### src/hdl/wfc_pkg.sv
// Shared constants of the watchdog fail-counter block
package wfc_pkg;
	// ****************************************************************
	// Register map (byte addresses)
	// ****************************************************************
	localparam logic [7:0] WFC_OFS_SAFETY_CFG = 8'h00;
	localparam logic [7:0] WFC_OFS_CHECK_CTRL = 8'h04;
	localparam logic [7:0] WFC_OFS_STATUS = 8'h08;
	localparam logic [7:0] WFC_OFS_FAIL_CNT = 8'h0c;
	localparam logic [7:0] WFC_OFS_WIN_CFG = 8'h10;
	localparam logic [7:0] WFC_OFS_ANSWER = 8'h14;

	// ****************************************************************
	// Field positions
	// ****************************************************************
	localparam int WFC_BIT_RST_EN = 3;
	localparam int WFC_BIT_MODE = 5;
	localparam int WFC_BIT_DRV = 0;
	localparam int WFC_BIT_EARLY = 0;
	localparam int WFC_BIT_TIMEOUT = 1;
	localparam int WFC_BIT_ANS_GOOD = 0;
	localparam int WFC_POS_STATE = 4;
	localparam int WFC_POS_MODE_RD = 8;
	localparam int WFC_POS_RANGE = 9;
	localparam int WFC_POS_WIN2 = 8;

	// ****************************************************************
	// Reset and load values
	// ****************************************************************
	localparam logic [7:0] WFC_SAFETY_CFG_RST = 8'h00;
	localparam logic [2:0] WFC_FAIL_LOAD = 3'h5;
	localparam logic [2:0] WFC_FAIL_MAX = 3'h7;
	localparam logic [2:0] WFC_FAIL_MIN = 3'h0;
	localparam logic [6:0] WFC_WIN1_RST = 7'h10;
	localparam logic [4:0] WFC_WIN2_RST = 5'h08;
	localparam logic [1:0] WFC_RESP_OKAY = 2'h0;
	localparam logic [1:0] WFC_RESP_SLVERR = 2'h2;

	// ****************************************************************
	// Timing
	// ****************************************************************
	localparam int WFC_CLK_MHZ = 125;
	localparam int WFC_QUAL_US = 32;
	localparam int WFC_QUAL_CYC = WFC_QUAL_US * WFC_CLK_MHZ;
	localparam int WFC_STEP_NS = 550000;
	localparam int WFC_STEP_CYC = WFC_STEP_NS * WFC_CLK_MHZ / 1000;
	localparam int WFC_RST_HOLD_CYC = 16;

	typedef enum logic [1:0] {
		WFC_ST_RESET = 2'b00,
		WFC_ST_DIAG = 2'b01,
		WFC_ST_ACTIVE = 2'b10
	} wfc_dev_state_t;

	// Saturating step of the fail counter
	function automatic logic [2:0] wfc_step(input logic [2:0] cnt, input logic up);
		logic [2:0] r;
		r = cnt;
		if (up && cnt != WFC_FAIL_MAX) begin
			r = cnt + 3'h1;
		end else if (!up && cnt != WFC_FAIL_MIN) begin
			r = cnt - 3'h1;
		end
		return r;
	endfunction
endpackage

### src/hdl/wfc_trig_qual.sv
// Pulse qualifier for watchdog triggers on the shared error/trigger pin
`timescale 1ns/1ps
module wfc_trig_qual
	import wfc_pkg::*;
(
	input wire logic aclk,
	input wire logic aresetn,
	input wire logic ce,
	input wire logic enable,
	input wire logic error_trigger_in,
	output logic trig_pulse
);
	logic pin_q, pin_d;
	logic [12:0] hcnt_q, hcnt_d;
	logic pulse_q, pulse_d;

	assign trig_pulse = pulse_q;

	// A high phase longer than the qualification time, closed by a falling edge
	always_comb begin
		pin_d = error_trigger_in;
		pulse_d = 1'b0;
		hcnt_d = hcnt_q;
		if (!pin_q && error_trigger_in) begin
			hcnt_d = 13'h0;
		end else if (pin_q && error_trigger_in && hcnt_q <= 13'(WFC_QUAL_CYC)) begin
			hcnt_d = hcnt_q + 13'h1;
		end
		if (pin_q && !error_trigger_in && hcnt_q > 13'(WFC_QUAL_CYC)) begin
			pulse_d = enable; // [RULE19]
		end
	end

	always_ff @(posedge aclk) begin
		if (!aresetn) begin
			pin_q <= 1'b0;
			hcnt_q <= 13'h0;
			pulse_q <= 1'b0;
		end else if (ce) begin
			pin_q <= pin_d;
			hcnt_q <= hcnt_d;
			pulse_q <= pulse_d;
		end
	end
endmodule

### src/hdl/wfc_win_timer.sv
// Watchdog sequence timer: closed window, then open window, then time-out
`timescale 1ns/1ps
module wfc_win_timer
	import wfc_pkg::*;
#(
	parameter int unsigned STEP_CYC = WFC_STEP_CYC
) (
	input wire logic aclk,
	input wire logic aresetn,
	input wire logic ce,
	input wire logic run,
	input wire logic restart,
	input wire logic [6:0] win1_len,
	input wire logic [4:0] win2_len,
	output logic open_win,
	output logic timeout
);
	logic [16:0] pre_q, pre_d;
	logic [6:0] wcnt_q, wcnt_d;
	logic open_q, open_d;
	logic to_q, to_d;
	logic step;

	assign open_win = open_q;
	assign timeout = to_q;
	assign step = (pre_q == 17'(STEP_CYC - 1));

	always_comb begin
		pre_d = step ? 17'h0 : pre_q + 17'h1;
		wcnt_d = wcnt_q;
		open_d = open_q;
		to_d = 1'b0;
		if (!run || restart) begin
			pre_d = 17'h0;
			wcnt_d = 7'h0;
			open_d = 1'b0;
		end else if (step) begin
			wcnt_d = wcnt_q + 7'h1;
			// Closed window of win1_len steps (at least one), open of win2_len+1
			if (!open_q && wcnt_d >= win1_len) begin
				open_d = 1'b1;
				wcnt_d = 7'h0;
			end else if (open_q && wcnt_d > {2'h0, win2_len}) begin
				open_d = 1'b0;
				wcnt_d = 7'h0;
				to_d = 1'b1;
			end
		end
	end

	always_ff @(posedge aclk) begin
		if (!aresetn) begin
			pre_q <= 17'h0;
			wcnt_q <= 7'h0;
			open_q <= 1'b0;
			to_q <= 1'b0;
		end else if (ce) begin
			pre_q <= pre_d;
			wcnt_q <= wcnt_d;
			open_q <= open_d;
			to_q <= to_d;
		end
	end
endmodule

### src/hdl/wfc_top.sv
// Watchdog fail counter, drive-enable gating and MCU reset with AXI4-Lite registers
`timescale 1ns/1ps

// Notes on behaviour
// RULE1: Incorrect MCU operation forces drive_enable_out low.
// RULE2: While watchdog is in range, drive_enable_out follows the software drive bit.
// RULE3: Every reset-to-diagnostic entry returns the watchdog to pulse-trigger mode.
// RULE4: In trigger mode the MCU pulses the error/trigger pin per event.
// RULE5: In question-answer mode the MCU answers by register writes, not pulses.
// RULE6: Mode bit 5 is accepted only in the diagnostic state.
// RULE7: MCU should avoid the error-signal monitor while in trigger mode.
// RULE8: Three-bit fail count of five or more is out of range; drive held low.
// RULE9: Count four or less is in range; drive high if bit set, no error.
// RULE10: Fail counter updates whatever the reset-enable bit 3 holds.
// RULE11: Good event decrements the counter, stopping at zero.
// RULE12: Bad event increments the counter, stopping at seven.
// RULE13: Time-out increments the counter, stopping at seven, and sets status bit 1.
// RULE14: Counter loads five entering diagnostic and on diagnostic-to-active.
// RULE15: A bad event at seven leaves the counter at seven.
// RULE16: Reset enabled and counter seven: next bad or time-out enters reset state.
// RULE17: In the reset state the counter is reloaded with five.
// RULE18: Setting reset-enable while counter is seven enters reset at once.
// RULE19: Trigger is a high pulse longer than 32 us, ended by a falling edge.
// RULE20: Trigger in closed window is bad, sets early flag, restarts sequence.
// RULE21: Trigger in open window is good and restarts the sequence.
// RULE22: Simultaneous events apply one by one in fixed order with saturation.
module wfc_top
	import wfc_pkg::*;
#(
	parameter int unsigned STEP_CYC = WFC_STEP_CYC
) (
	input wire logic aclk,
	input wire logic aresetn,
	input wire logic ce,
	input wire logic [7:0] s_axi_awaddr,
	input wire logic [2:0] s_axi_awprot,
	input wire logic s_axi_awvalid,
	output logic s_axi_awready,
	input wire logic [31:0] s_axi_wdata,
	input wire logic [3:0] s_axi_wstrb,
	input wire logic s_axi_wvalid,
	output logic s_axi_wready,
	output logic [1:0] s_axi_bresp,
	output logic s_axi_bvalid,
	input wire logic s_axi_bready,
	input wire logic [7:0] s_axi_araddr,
	input wire logic [2:0] s_axi_arprot,
	input wire logic s_axi_arvalid,
	output logic s_axi_arready,
	output logic [31:0] s_axi_rdata,
	output logic [1:0] s_axi_rresp,
	output logic s_axi_rvalid,
	input wire logic s_axi_rready,
	input wire logic error_trigger_in,
	input wire logic other_error,
	input wire logic go_active,
	output logic drive_enable_out,
	output logic mcu_reset_n_out
);
	// ****************************************************************
	// State
	// ****************************************************************
	logic aw_got_q, aw_got_d, w_got_q, w_got_d;
	logic [7:0] waddr_q, waddr_d;
	logic [31:0] wdata_q, wdata_d;
	logic [3:0] wstrb_q, wstrb_d;
	logic bvalid_q, bvalid_d, rvalid_q, rvalid_d;
	logic [1:0] bresp_q, bresp_d, rresp_q, rresp_d;
	logic [31:0] rdata_q, rdata_d;
	logic [7:0] safety_function_config_reg_q, safety_function_config_reg_d;
	logic drive_enable_ctrl_bit_q, drive_enable_ctrl_bit_d;
	logic early_q, early_d, timeout_flag_q, timeout_flag_d;
	logic [2:0] wdog_fail_count_q, wdog_fail_count_d;
	wfc_dev_state_t state_q, state_d;
	logic [4:0] rst_cnt_q, rst_cnt_d;
	logic [6:0] win1_q, win1_d;
	logic [4:0] win2_q, win2_d;
	logic drv_q, drv_d, mcu_reset_n_out_q, mcu_reset_n_out_d;
	logic awready_q, awready_d, wready_q, wready_d, arready_q, arready_d;

	logic do_write, ans_wr, ans_good, qual_pulse, open_win, to_evt;
	logic trig_evt, good_evt, bad_evt, in_range, running, qa_mode, rst_en;
	logic rst_en_rise, enter_diag, seq_restart;
	logic [2:0] cnt_tmp;

	assign s_axi_awready = awready_q;
	assign s_axi_wready = wready_q;
	assign s_axi_bvalid = bvalid_q;
	assign s_axi_bresp = bresp_q;
	assign s_axi_arready = arready_q;
	assign s_axi_rvalid = rvalid_q;
	assign s_axi_rdata = rdata_q;
	assign s_axi_rresp = rresp_q;
	assign drive_enable_out = drv_q;
	assign mcu_reset_n_out = mcu_reset_n_out_q;

	// ****************************************************************
	// Event sources
	// ****************************************************************
	assign running = (state_q != WFC_ST_RESET);
	assign qa_mode = safety_function_config_reg_q[WFC_BIT_MODE];
	assign rst_en = safety_function_config_reg_q[WFC_BIT_RST_EN];
	assign do_write = aw_got_q && w_got_q && !bvalid_q;
	assign ans_wr = do_write && waddr_q == WFC_OFS_ANSWER && wstrb_q[0];
	assign ans_good = wdata_q[WFC_BIT_ANS_GOOD];
	// Pin triggers count only in trigger mode, answers only in Q&A mode
	assign trig_evt = running && (qa_mode ? ans_wr : qual_pulse); // [RULE4] [RULE5]
	// A negative answer is bad whatever the window
	assign good_evt = trig_evt && open_win && (!qa_mode || ans_good); // [RULE21]
	assign bad_evt = trig_evt && !good_evt; // [RULE20]
	assign in_range = (wdog_fail_count_q < WFC_FAIL_LOAD); // [RULE8] [RULE9]
	assign enter_diag = (state_q == WFC_ST_RESET) && (rst_cnt_q == 5'(WFC_RST_HOLD_CYC - 1));
	assign seq_restart = trig_evt || enter_diag; // [RULE20] [RULE21]
	assign rst_en_rise = do_write && waddr_q == WFC_OFS_SAFETY_CFG && wstrb_q[0]
		&& wdata_q[WFC_BIT_RST_EN] && !rst_en;

	wfc_trig_qual u_qual (
		.aclk(aclk),
		.aresetn(aresetn),
		.ce(ce),
		.enable(running && !qa_mode),
		.error_trigger_in(error_trigger_in),
		.trig_pulse(qual_pulse)
	);

	wfc_win_timer #(
		.STEP_CYC(STEP_CYC)
	) u_timer (
		.aclk(aclk),
		.aresetn(aresetn),
		.ce(ce),
		.run(running),
		.restart(seq_restart),
		.win1_len(win1_q),
		.win2_len(win2_q),
		.open_win(open_win),
		.timeout(to_evt)
	);

	// ****************************************************************
	// Bus slave
	// ****************************************************************
	always_comb begin
		aw_got_d = aw_got_q;
		w_got_d = w_got_q;
		waddr_d = waddr_q;
		wdata_d = wdata_q;
		wstrb_d = wstrb_q;
		bvalid_d = bvalid_q;
		bresp_d = bresp_q;
		rvalid_d = rvalid_q;
		rresp_d = rresp_q;
		rdata_d = rdata_q;
		if (s_axi_awvalid && s_axi_awready) begin
			aw_got_d = 1'b1;
			waddr_d = {s_axi_awaddr[7:2], 2'b00};
		end
		if (s_axi_wvalid && s_axi_wready) begin
			w_got_d = 1'b1;
			wdata_d = s_axi_wdata;
			wstrb_d = s_axi_wstrb;
		end
		if (do_write) begin
			aw_got_d = 1'b0;
			w_got_d = 1'b0;
			bvalid_d = 1'b1;
			bresp_d = (waddr_q <= WFC_OFS_ANSWER) ? WFC_RESP_OKAY : WFC_RESP_SLVERR;
		end else if (bvalid_q && s_axi_bready) begin
			bvalid_d = 1'b0;
		end
		if (rvalid_q && s_axi_rready) begin
			rvalid_d = 1'b0;
		end else if (s_axi_arvalid && !rvalid_q) begin
			rvalid_d = 1'b1;
			rresp_d = WFC_RESP_OKAY;
			rdata_d = 32'h0;
			case ({s_axi_araddr[7:2], 2'b00})
				WFC_OFS_SAFETY_CFG: rdata_d[7:0] = safety_function_config_reg_q;
				WFC_OFS_CHECK_CTRL: rdata_d[WFC_BIT_DRV] = drive_enable_ctrl_bit_q;
				WFC_OFS_STATUS: begin
					rdata_d[WFC_BIT_EARLY] = early_q;
					rdata_d[WFC_BIT_TIMEOUT] = timeout_flag_q;
				end
				WFC_OFS_FAIL_CNT: begin
					rdata_d[2:0] = wdog_fail_count_q;
					rdata_d[WFC_POS_STATE +: 2] = state_q;
					rdata_d[WFC_POS_MODE_RD] = qa_mode;
					rdata_d[WFC_POS_RANGE] = in_range;
				end
				WFC_OFS_WIN_CFG: begin
					rdata_d[6:0] = win1_q;
					rdata_d[WFC_POS_WIN2 +: 5] = win2_q;
				end
				WFC_OFS_ANSWER: rdata_d = 32'h0;
				default: rresp_d = WFC_RESP_SLVERR;
			endcase
		end
		// Ready flags registered from next values, so they equal the held-state terms
		awready_d = !aw_got_d && !bvalid_d;
		wready_d = !w_got_d && !bvalid_d;
		arready_d = !rvalid_d;
	end

	// ****************************************************************
	// Configuration, status and watchdog core
	// ****************************************************************
	always_comb begin
		safety_function_config_reg_d = safety_function_config_reg_q;
		drive_enable_ctrl_bit_d = drive_enable_ctrl_bit_q;
		win1_d = win1_q;
		win2_d = win2_q;
		early_d = early_q;
		timeout_flag_d = timeout_flag_q;
		state_d = state_q;
		rst_cnt_d = rst_cnt_q;
		wdog_fail_count_d = wdog_fail_count_q;
		cnt_tmp = wdog_fail_count_q;
		if (do_write && wstrb_q[0]) begin
			case (waddr_q)
				WFC_OFS_SAFETY_CFG: begin
					safety_function_config_reg_d = wdata_q[7:0];
					// Mode is locked outside the diagnostic state
					if (state_q != WFC_ST_DIAG) begin
						safety_function_config_reg_d[WFC_BIT_MODE] = qa_mode; // [RULE6]
					end
				end
				WFC_OFS_CHECK_CTRL: drive_enable_ctrl_bit_d = wdata_q[WFC_BIT_DRV];
				// Write one to clear; a new event below still wins
				WFC_OFS_STATUS: begin
					early_d = early_q && !wdata_q[WFC_BIT_EARLY];
					timeout_flag_d = timeout_flag_q && !wdata_q[WFC_BIT_TIMEOUT];
				end
				WFC_OFS_WIN_CFG: begin
					if (state_q == WFC_ST_DIAG) begin
						win1_d = wdata_q[6:0];
						win2_d = wdata_q[WFC_POS_WIN2 +: 5];
					end
				end
				default: begin
				end
			endcase
		end
		if (bad_evt) begin
			early_d = early_d || open_win == 1'b0; // [RULE20]
		end
		if (to_evt && running) begin
			timeout_flag_d = 1'b1; // [RULE13]
		end
		// Fixed order: good, then bad, then time-out, each saturating
		if (good_evt) begin
			cnt_tmp = wfc_step(cnt_tmp, 1'b0); // [RULE11] [RULE22]
		end
		if (bad_evt) begin
			cnt_tmp = wfc_step(cnt_tmp, 1'b1); // [RULE12] [RULE15] [RULE22]
		end
		if (to_evt) begin
			cnt_tmp = wfc_step(cnt_tmp, 1'b1); // [RULE13] [RULE22]
		end
		case (state_q)
			WFC_ST_RESET: begin
				wdog_fail_count_d = WFC_FAIL_LOAD; // [RULE17]
				rst_cnt_d = rst_cnt_q + 5'h1;
				if (enter_diag) begin
					state_d = WFC_ST_DIAG;
					rst_cnt_d = 5'h0;
					safety_function_config_reg_d[WFC_BIT_MODE] = 1'b0; // [RULE3]
					wdog_fail_count_d = WFC_FAIL_LOAD; // [RULE14]
				end
			end
			WFC_ST_DIAG, WFC_ST_ACTIVE: begin
				wdog_fail_count_d = cnt_tmp; // [RULE10]
				if (state_q == WFC_ST_DIAG && go_active) begin
					state_d = WFC_ST_ACTIVE;
					wdog_fail_count_d = WFC_FAIL_LOAD; // [RULE14]
				end
				if (wdog_fail_count_q == WFC_FAIL_MAX && rst_en && (bad_evt || to_evt)) begin
					state_d = WFC_ST_RESET; // [RULE16]
					rst_cnt_d = 5'h0;
				end
				if (wdog_fail_count_q == WFC_FAIL_MAX && rst_en_rise) begin
					state_d = WFC_ST_RESET; // [RULE18]
					rst_cnt_d = 5'h0;
				end
			end
			default: begin
				state_d = WFC_ST_RESET;
				rst_cnt_d = 5'h0;
			end
		endcase
	end

	// ****************************************************************
	// Pin outputs
	// ****************************************************************
	always_comb begin
		mcu_reset_n_out_d = (state_d != WFC_ST_RESET); // [RULE16]
		// Registered from next-state values so pins move with the counter
		drv_d = (state_d != WFC_ST_RESET) && (wdog_fail_count_d < WFC_FAIL_LOAD)
			&& drive_enable_ctrl_bit_d && !other_error; // [RULE1] [RULE2] [RULE8] [RULE9]
	end

	always_ff @(posedge aclk) begin
		if (!aresetn) begin
			aw_got_q <= 1'b0;
			w_got_q <= 1'b0;
			waddr_q <= 8'h00;
			wdata_q <= 32'h0;
			wstrb_q <= 4'h0;
			bvalid_q <= 1'b0;
			bresp_q <= WFC_RESP_OKAY;
			rvalid_q <= 1'b0;
			rresp_q <= WFC_RESP_OKAY;
			rdata_q <= 32'h0;
			awready_q <= 1'b1;
			wready_q <= 1'b1;
			arready_q <= 1'b1;
			safety_function_config_reg_q <= WFC_SAFETY_CFG_RST;
			drive_enable_ctrl_bit_q <= 1'b0;
			win1_q <= WFC_WIN1_RST;
			win2_q <= WFC_WIN2_RST;
			early_q <= 1'b0;
			timeout_flag_q <= 1'b0;
			state_q <= WFC_ST_RESET;
			rst_cnt_q <= 5'h0;
			wdog_fail_count_q <= WFC_FAIL_LOAD;
			drv_q <= 1'b0;
			mcu_reset_n_out_q <= 1'b0;
		end else if (ce) begin
			aw_got_q <= aw_got_d;
			w_got_q <= w_got_d;
			waddr_q <= waddr_d;
			wdata_q <= wdata_d;
			wstrb_q <= wstrb_d;
			bvalid_q <= bvalid_d;
			bresp_q <= bresp_d;
			rvalid_q <= rvalid_d;
			rresp_q <= rresp_d;
			rdata_q <= rdata_d;
			awready_q <= awready_d;
			wready_q <= wready_d;
			arready_q <= arready_d;
			safety_function_config_reg_q <= safety_function_config_reg_d;
			drive_enable_ctrl_bit_q <= drive_enable_ctrl_bit_d;
			win1_q <= win1_d;
			win2_q <= win2_d;
			early_q <= early_d;
			timeout_flag_q <= timeout_flag_d;
			state_q <= state_d;
			rst_cnt_q <= rst_cnt_d;
			wdog_fail_count_q <= wdog_fail_count_d;
			drv_q <= drv_d;
			mcu_reset_n_out_q <= mcu_reset_n_out_d;
		end
	end
endmodule

### config.mk
export PLATFORM = sky130hd
export DESIGN_NAME = wfc_top
export DESIGN_NICKNAME = d
export VERILOG_FILES = /design/src/hdl/wfc_pkg.sv /design/src/hdl/wfc_trig_qual.sv /design/src/hdl/wfc_win_timer.sv /design/src/hdl/wfc_top.sv
export SDC_FILE = /design/constraint.sdc
export NUM_CORES = 1
export LEC_CHECK = 0
export ABC_CLOCK_PERIOD_IN_PS = 4800
export BUFFER_PORTS_ARGS = -buffer_cell sky130_fd_sc_hd__buf_2
export CAP_MARGIN = 20
export CORE_ASPECT_RATIO = 2
export CORE_MARGIN = 4
export CORE_UTILIZATION = 56
export DETAILED_ROUTE_END_ITERATION = 8
export GPL_ROUTABILITY_DRIVEN = 0
export PLACE_DENSITY = 0.8
export SYNTH_ARGS = -nofsm -noshare
export SYNTH_HDL_FRONTEND = slang
export SYNTH_SLANG_ARGS = --single-unit
### constraint.sdc
create_clock -name aclk -period 4.8 [get_ports aclk]
set_clock_uncertainty 0.05 [all_clocks]
set_input_delay 0 -clock aclk [delete_from_list [all_inputs] [get_ports aclk]]
set_output_delay 0 -clock aclk [all_outputs]
set_load 0.01 [all_outputs]
# Word level (Yosys, flattened, before mapping)
# Index checks and enable logic that the tools add are counted.
# totals
wordCells	217
input_bits	69
out_inout_bits	43
ff_bits	120
# classes
n_reduce_logical	84
order_cmp	7
add_sub_neg	7
bitwise_logic	2
mux	67
eq_ne	18
# op_table
op	n
logical AND 1 bit	39
two-way mux 17 bit	2
two-way mux 1 bit	30
two-way mux 7 bit	4
two-way mux 13 bit	2
== test 6 x 3 -> 1 bit (second input constant)	4
two-way mux 3 bit	8
== test 6 x 2 -> 1 bit (second input constant)	3
adder 17 x 1 -> 17 bit (second input constant)	1
== test 17 bit (second input constant)	1
zero test 1 bit	16
two-way mux 5 bit	3
adder 13 x 1 -> 13 bit (second input constant)	1
> comparator 13 x 12 -> 1 bit (second input constant)	1
<= comparator 13 x 12 -> 1 bit (second input constant)	1
== test 6 x 1 -> 1 bit (second input constant)	2
two-way mux 2 bit	6
two-way mux 6 bit	2
AND reduction 2 bit	6
AND reduction 3 bit	4
nonzero test 2 bit	6
case mux 5 bit (2 select lines)	1
!= test 3 bit (second input constant)	3
<= comparator 8 x 5 -> 1 bit (second input constant)	1
other kinds (28)	38

# Depth between registers and ports, before layout
# depth
depth_word	21
ltp_mapped	19
depth_no_buf	19

# Modules after synthesis
# Synthesis repeated with hierarchy kept, for this count alone.
# hier_totals
hier_cells	809
hier_area_um2	6715.2
# by_module_without_submodules
mod	cells_each	seq_area_each_um2	area_each_um2	n_inst
wfc_top	484	1541.5	3975.1	1
wfc_win_timer	207	520.5	1705.4	1
wfc_trig_qual	118	300.3	1034.7	1

# Worst setup path after synthesis
# Ideal clock, no wire load.
# synth_timing
kind	register -> register
startpoint	register state_q[0]
endpoint	register drv_q (netlist: drive_enable_out)
n_path_buf	0
period_less_slack_ps	3693
slack_ps	1107
path_stages_with_launch	20
t_arrival_ps	3512
setup_ps	130
t_required_ps	4620
cell_sequence	dfxtp_1 -> inv_1 -> ha_1 -> nor3b_1 -> a41o_1 -> nand2_1 -> xnor2_1 -> ha_1 -> a22oi_1 -> o21ai_0 -> xnor2_1 -> inv_1 -> ha_1 -> inv_1 -> a211oi_1 -> a2111oi_2 -> nor2_1 -> a211o_1 -> a21oi_1 -> o22ai_1
# synth_between
elab_chain_len	17
# synth_rtl
element	line	text
start: declaration	wfc_top.sv:74	wfc_dev_state_t state_q, state_d;
start signal: assignment	wfc_top.sv:348	state_q <= state_d;
nonzero test 2 bit	wfc_top.sv:100	assign running = (state_q != WFC_ST_RESET);
logical AND 1 bit	wfc_top.sv:107	assign trig_evt = running && (qa_mode ? ans_wr : qual_pulse);
logical AND 1 bit (2 in series)	wfc_top.sv:109	assign good_evt = trig_evt && open_win && (!qa_mode || ans_good);
two-way mux 3 bit	wfc_top.sv:250	if (good_evt) begin
adder 3 x 1 -> 3 bit or != test 3 bit (tied branches)	wfc_pkg.sv:60, wfc_pkg.sv:59	
two-way mux 3 bit	wfc_pkg.sv:59	if (up && cnt != WFC_FAIL_MAX) begin
two-way mux 3 bit	wfc_top.sv:253	if (bad_evt) begin
adder 3 x 1 -> 3 bit or != test 3 bit (tied branches)	wfc_pkg.sv:60, wfc_pkg.sv:59	
two-way mux 3 bit	wfc_pkg.sv:59	
two-way mux 3 bit	wfc_top.sv:256	if (to_evt) begin
two-way mux 3 bit	wfc_top.sv:272	if (state_q == WFC_ST_DIAG && go_active) begin
case mux 3 bit (2 select lines)	wfc_top.sv:259	case (state_q)
< comparator 3 bit	wfc_top.sv:298	drv_d = (state_d != WFC_ST_RESET) && (wdog_fail_count_d < WFC_FAIL_LOAD)
logical AND 1 bit *	wfc_top.sv:298	
logical AND 1 bit * (2 in series)	wfc_top.sv:299	&& drive_enable_ctrl_bit_d && !other_error;
end signal: assignment	wfc_top.sv:351	drv_q <= drv_d;
end: declaration	wfc_top.sv:78	logic drv_q, drv_d, mcu_reset_n_out_q, mcu_reset_n_out_d;
# Every way passes the cells marked *; elsewhere a longest branch is shown, timed or not.
# A chain may end at the register's enable or synchronous reset.

# Worst setup path after layout
# layout_timing
startpoint	register state_q[1]
endpoint	register drv_q (netlist: drive_enable_out)
# Same word-level chain as after synthesis.

==> results.toml <==
[status]
status = "complete, no violations"

[cells_and_area]
fill_cells = 808
final_common_cell = "dfxtp_1"
drive_gt1_share_pct = 12.79
final_cell_mix = "dfxtp_1 (118), nand2_1 (95), buf_2 (59)"
antennaDiodeCount = 0
final_cells = 950
syn2layout_area_growth_pct = 20.00
finish.utilization_pct = 69.41
final_nets = 895

[worst_setup_path]
reg2regPathDepth = 19
cp_slowest_cell = "ha_1"
cp_top_family = "compound AO/OA/AOI/OAI gates"
reg2reg_from = "state_q[1]$_SDFFE_PN0P_"
path_buf_inv = 4
crit_start = "state_q[1]$_SDFFE_PN0P_"
cp-start-kind = "flip-flop"
path_common_cell = "inv_1"
cp_data_required_time_ns = 5.02
crit_type = "reg -> reg"
max_stage_delay_ns = 0.44
worst-endpoint-arrival_ns = 4.74
path_cells = "inv_1, ha_1, inv_1, a41o_2, a21oi_1, nor2_1, ha_1, a22oi_1, o21ai_0, xnor2_1, inv_1, ha_1, inv_1, a211oi_1, a2111oi_4, nor2_1, a211o_1, a21oi_1, o22ai_1"
r2r-end = "drive_enable_out$_SDFFE_PN0P_"
regToRegSetupSlack_ns = 0.28
critPathMaxFanout = 14
endpoint_kind = "flip-flop"

[yosys]
synth-edff-count = 0
synth_area_um2 = 6137
synth-async-reset-ratio_pct = 0
yosys_register_bits = 118
yosysSeqAreaShare_pct = 38.49
yosysWarningCount = 0
syn-instance-count = 720
ys_types = 62
synth_flop_cell = "dfxtp_1"
synth.avg_cell_area_um2 = 8.524

[timing]
min_period_ns = 4.521
hold_viol = 0
drv_slew = 0
slew_headroom_pct = 25.77
setup_viol = 0
fin_ws_ns = 0.2787
fin_tns_setup_ns = 0
clock.fmax_mhz = 221.2
tightest_slew_ns = 1.106
finalCritPeriodShare_pct = 94.19

[floorplanning]
die_h_um = 156.1
dieArea_um2 = 12800
initial_core_util_pct = 57.84
core_um2 = 10610
die_w_um = 82.03
num_rows = 53
ios = 112

[pwr]
power_density_nw_per_um2 = 338.7
pwr-share-clk_pct = 53.1
p_sw_uw = 564.9
ir_worst_vdd_mv = 0.3050
p_sw_share_pct = 22.65
p_int_mw = 1.930
p_comb_share_pct = 6.0
p_leak_nw = 2.906
pwr-share-seq_pct = 40.9

[routing]
routed_via_density = 5.766
num_vias = 5478
initialDrtViolationCount = 323
routedWlPerCell_um = 16.68
drt-total-wl_mm = 15.85
drc_errors = 0
first_pass_iters = 5
antenna_left = 0

[clock_network]
clockRootBuffer = "clkbuf_16"
clk_pin_slew_ns = 0.05
clockBufferDepth = 2
htree_levels = 4
cts_tree = "yes"
numCtsBuffers = 17
cts_sinks = 118
insertion_delay_ns = 0.42

[global_routing]
grt_pass1_wl_mm = 26.19
grt_usage_pct = 26.07
overflow = 0
grt_max_degree = 59
grt_pass1_vias = 5687
grt_antenna_before_repair = 0

[hold_path]
hold_depth = 4
min_to = "s_axi_rresp[1]$_SDFFE_PN0P_"
min_path_type = "in -> reg"
hp-start = "s_axi_araddr[3]"

[placement]
hpwl_mm = 10.89
dp_slack_ns = 0.2380
place_inst = 889
port_buffers = 58

[run]
cap_violations = 0
==> cell usage after synthesis, types with 8 or more instances <==
master | instances | share of area (%)
a21boi_0 | 28 | 3.4
a21oi_1 | 22 | 1.8
and2_1 | 16 | 1.6
and3_1 | 12 | 1.2
buf_4 | 22 | 2.7
clkbuf_1 | 28 | 1.7
dfxtp_1 | 118 | 38
ha_1 | 26 | 5.3
inv_1 | 34 | 2.1
mux2i_1 | 26 | 4.2
nand2_1 | 95 | 5.8
nand3_1 | 28 | 2.3
nand4_1 | 8 | 0.82
nor2_1 | 46 | 2.8
nor2b_1 | 35 | 3.6
nor3_1 | 10 | 0.82
nor3b_1 | 8 | 0.98
o21ai_0 | 32 | 2.6
xnor2_1 | 13 | 1.9
xor2_1 | 18 | 2.6
==> cell families (layout without fill, tap and decap cells) <==
group | Yosys count | count (layout) | share of synthesized area (%)
and+or+nand+nor | 289 | 289 | 24.46
DFF | 118 | 118 | 38.49
other | 1 | 21 | 0.06110
adders and majority gates | 26 | 26 | 5.301
xor gates and xnor gates | 31 | 31 | 4.424
muxes | 27 | 27 | 4.608
buffers and inverters | 86 | 159 | 6.605
AOI/OAI and AO/OA | 142 | 142 | 16.05
==> worst min-delay path: cells and delay by family <==
family	cells	cell delay, ns
AO/OA/AOI/OAI	2	0.22
buffers and inverters	1	0.15
AND/OR/NAND/NOR	1	0.08
==> power groups by stage <==
stage | Sequential, mW | Combinational (mW) | Clock [mW]
floorplan | 1.03 | 0.0981 | 0
global placement | 1.04 | 0.124 | 0
detailed placement | 1.04 | 0.127 | 0
CTS | 1.02 | 0.146 | 1.33
global route | 1.02 | 0.165 | 1.37
finish | 1.02 | 0.149 | 1.33
==> registers in the layout, summed over array words and instances, names as in the netlist, 6 cells and up <==
name	flops
u_timer.pre_q	17
s_axi_rdata	13
u_qual.hcnt_q	13
wdata_q	13
safety_function_config_reg_q	8
u_timer.wcnt_q	7
win1_q	7
waddr_q	6
==> area by class of cell <==
class / count / area, um2 / share of cell area [%]
clock buffer: 19 / 432.9 / 5.878
clock inverter: 13 / 180.2 / 2.446
inverter: 35 / 131.4 / 1.784
multi-input combinational: 536 / 3473 / 47.16
sequential: 118 / 2362 / 32.08
tap: 137 / 171.4 / 2.328
timing repair buffer: 92 / 613.1 / 8.325
==> through the flow <==
step	area [um2]	hold WS [ns]	power (mW)
2_1_floorplan	6212	0.09492	1.133
3_3_place_gp	6452	0.2013	1.162
3_5_place_dp	6452	0.2096	1.167
4_1_cts	7346	0.007381	2.500
5_1_grt	7365	0.02169	2.562
6_report	7365	0.01070	2.495
==> how the worst max path moves through the flow <==
stage | slack (ns) | depth (start not counted) | endpoint
after global placement | 0.63 | 19 | drive_enable_out$_SDFFE_PN0P_
final | 0.28 | 19 | drive_enable_out$_SDFFE_PN0P_
after detailed placement | 0.24 | 19 | drive_enable_out$_SDFFE_PN0P_
after global routing | -0.06 | 18 | drive_enable_out$_SDFFE_PN0P_
after floorplan | 1.11 | 19 | drive_enable_out$_SDFFE_PN0P_
after CTS | 0.21 | 19 | drive_enable_out$_SDFFE_PN0P_
==> routing by layer <==
layer	up-vias	GRT usage, %	part of all wire [%]
li1	2636	-	-
met1	2607	26.71	36
met2	178	46.82	55
met3	57	4.971	4.4
met4	0	16.01	4.8
met5	-	0	0
==> repair_timing <==
| action | CTS | global route |
|---|---|---|
| setup buffers | 0 | 0 |
| hold buffers | 28 | 0 |
| resized for setup | 0 | 2 |
| hold endpoints to repair | 30 | 0 |
| endpoints found under the setup margin | 0 | 3 |
(Power assumes the default switching activity.)
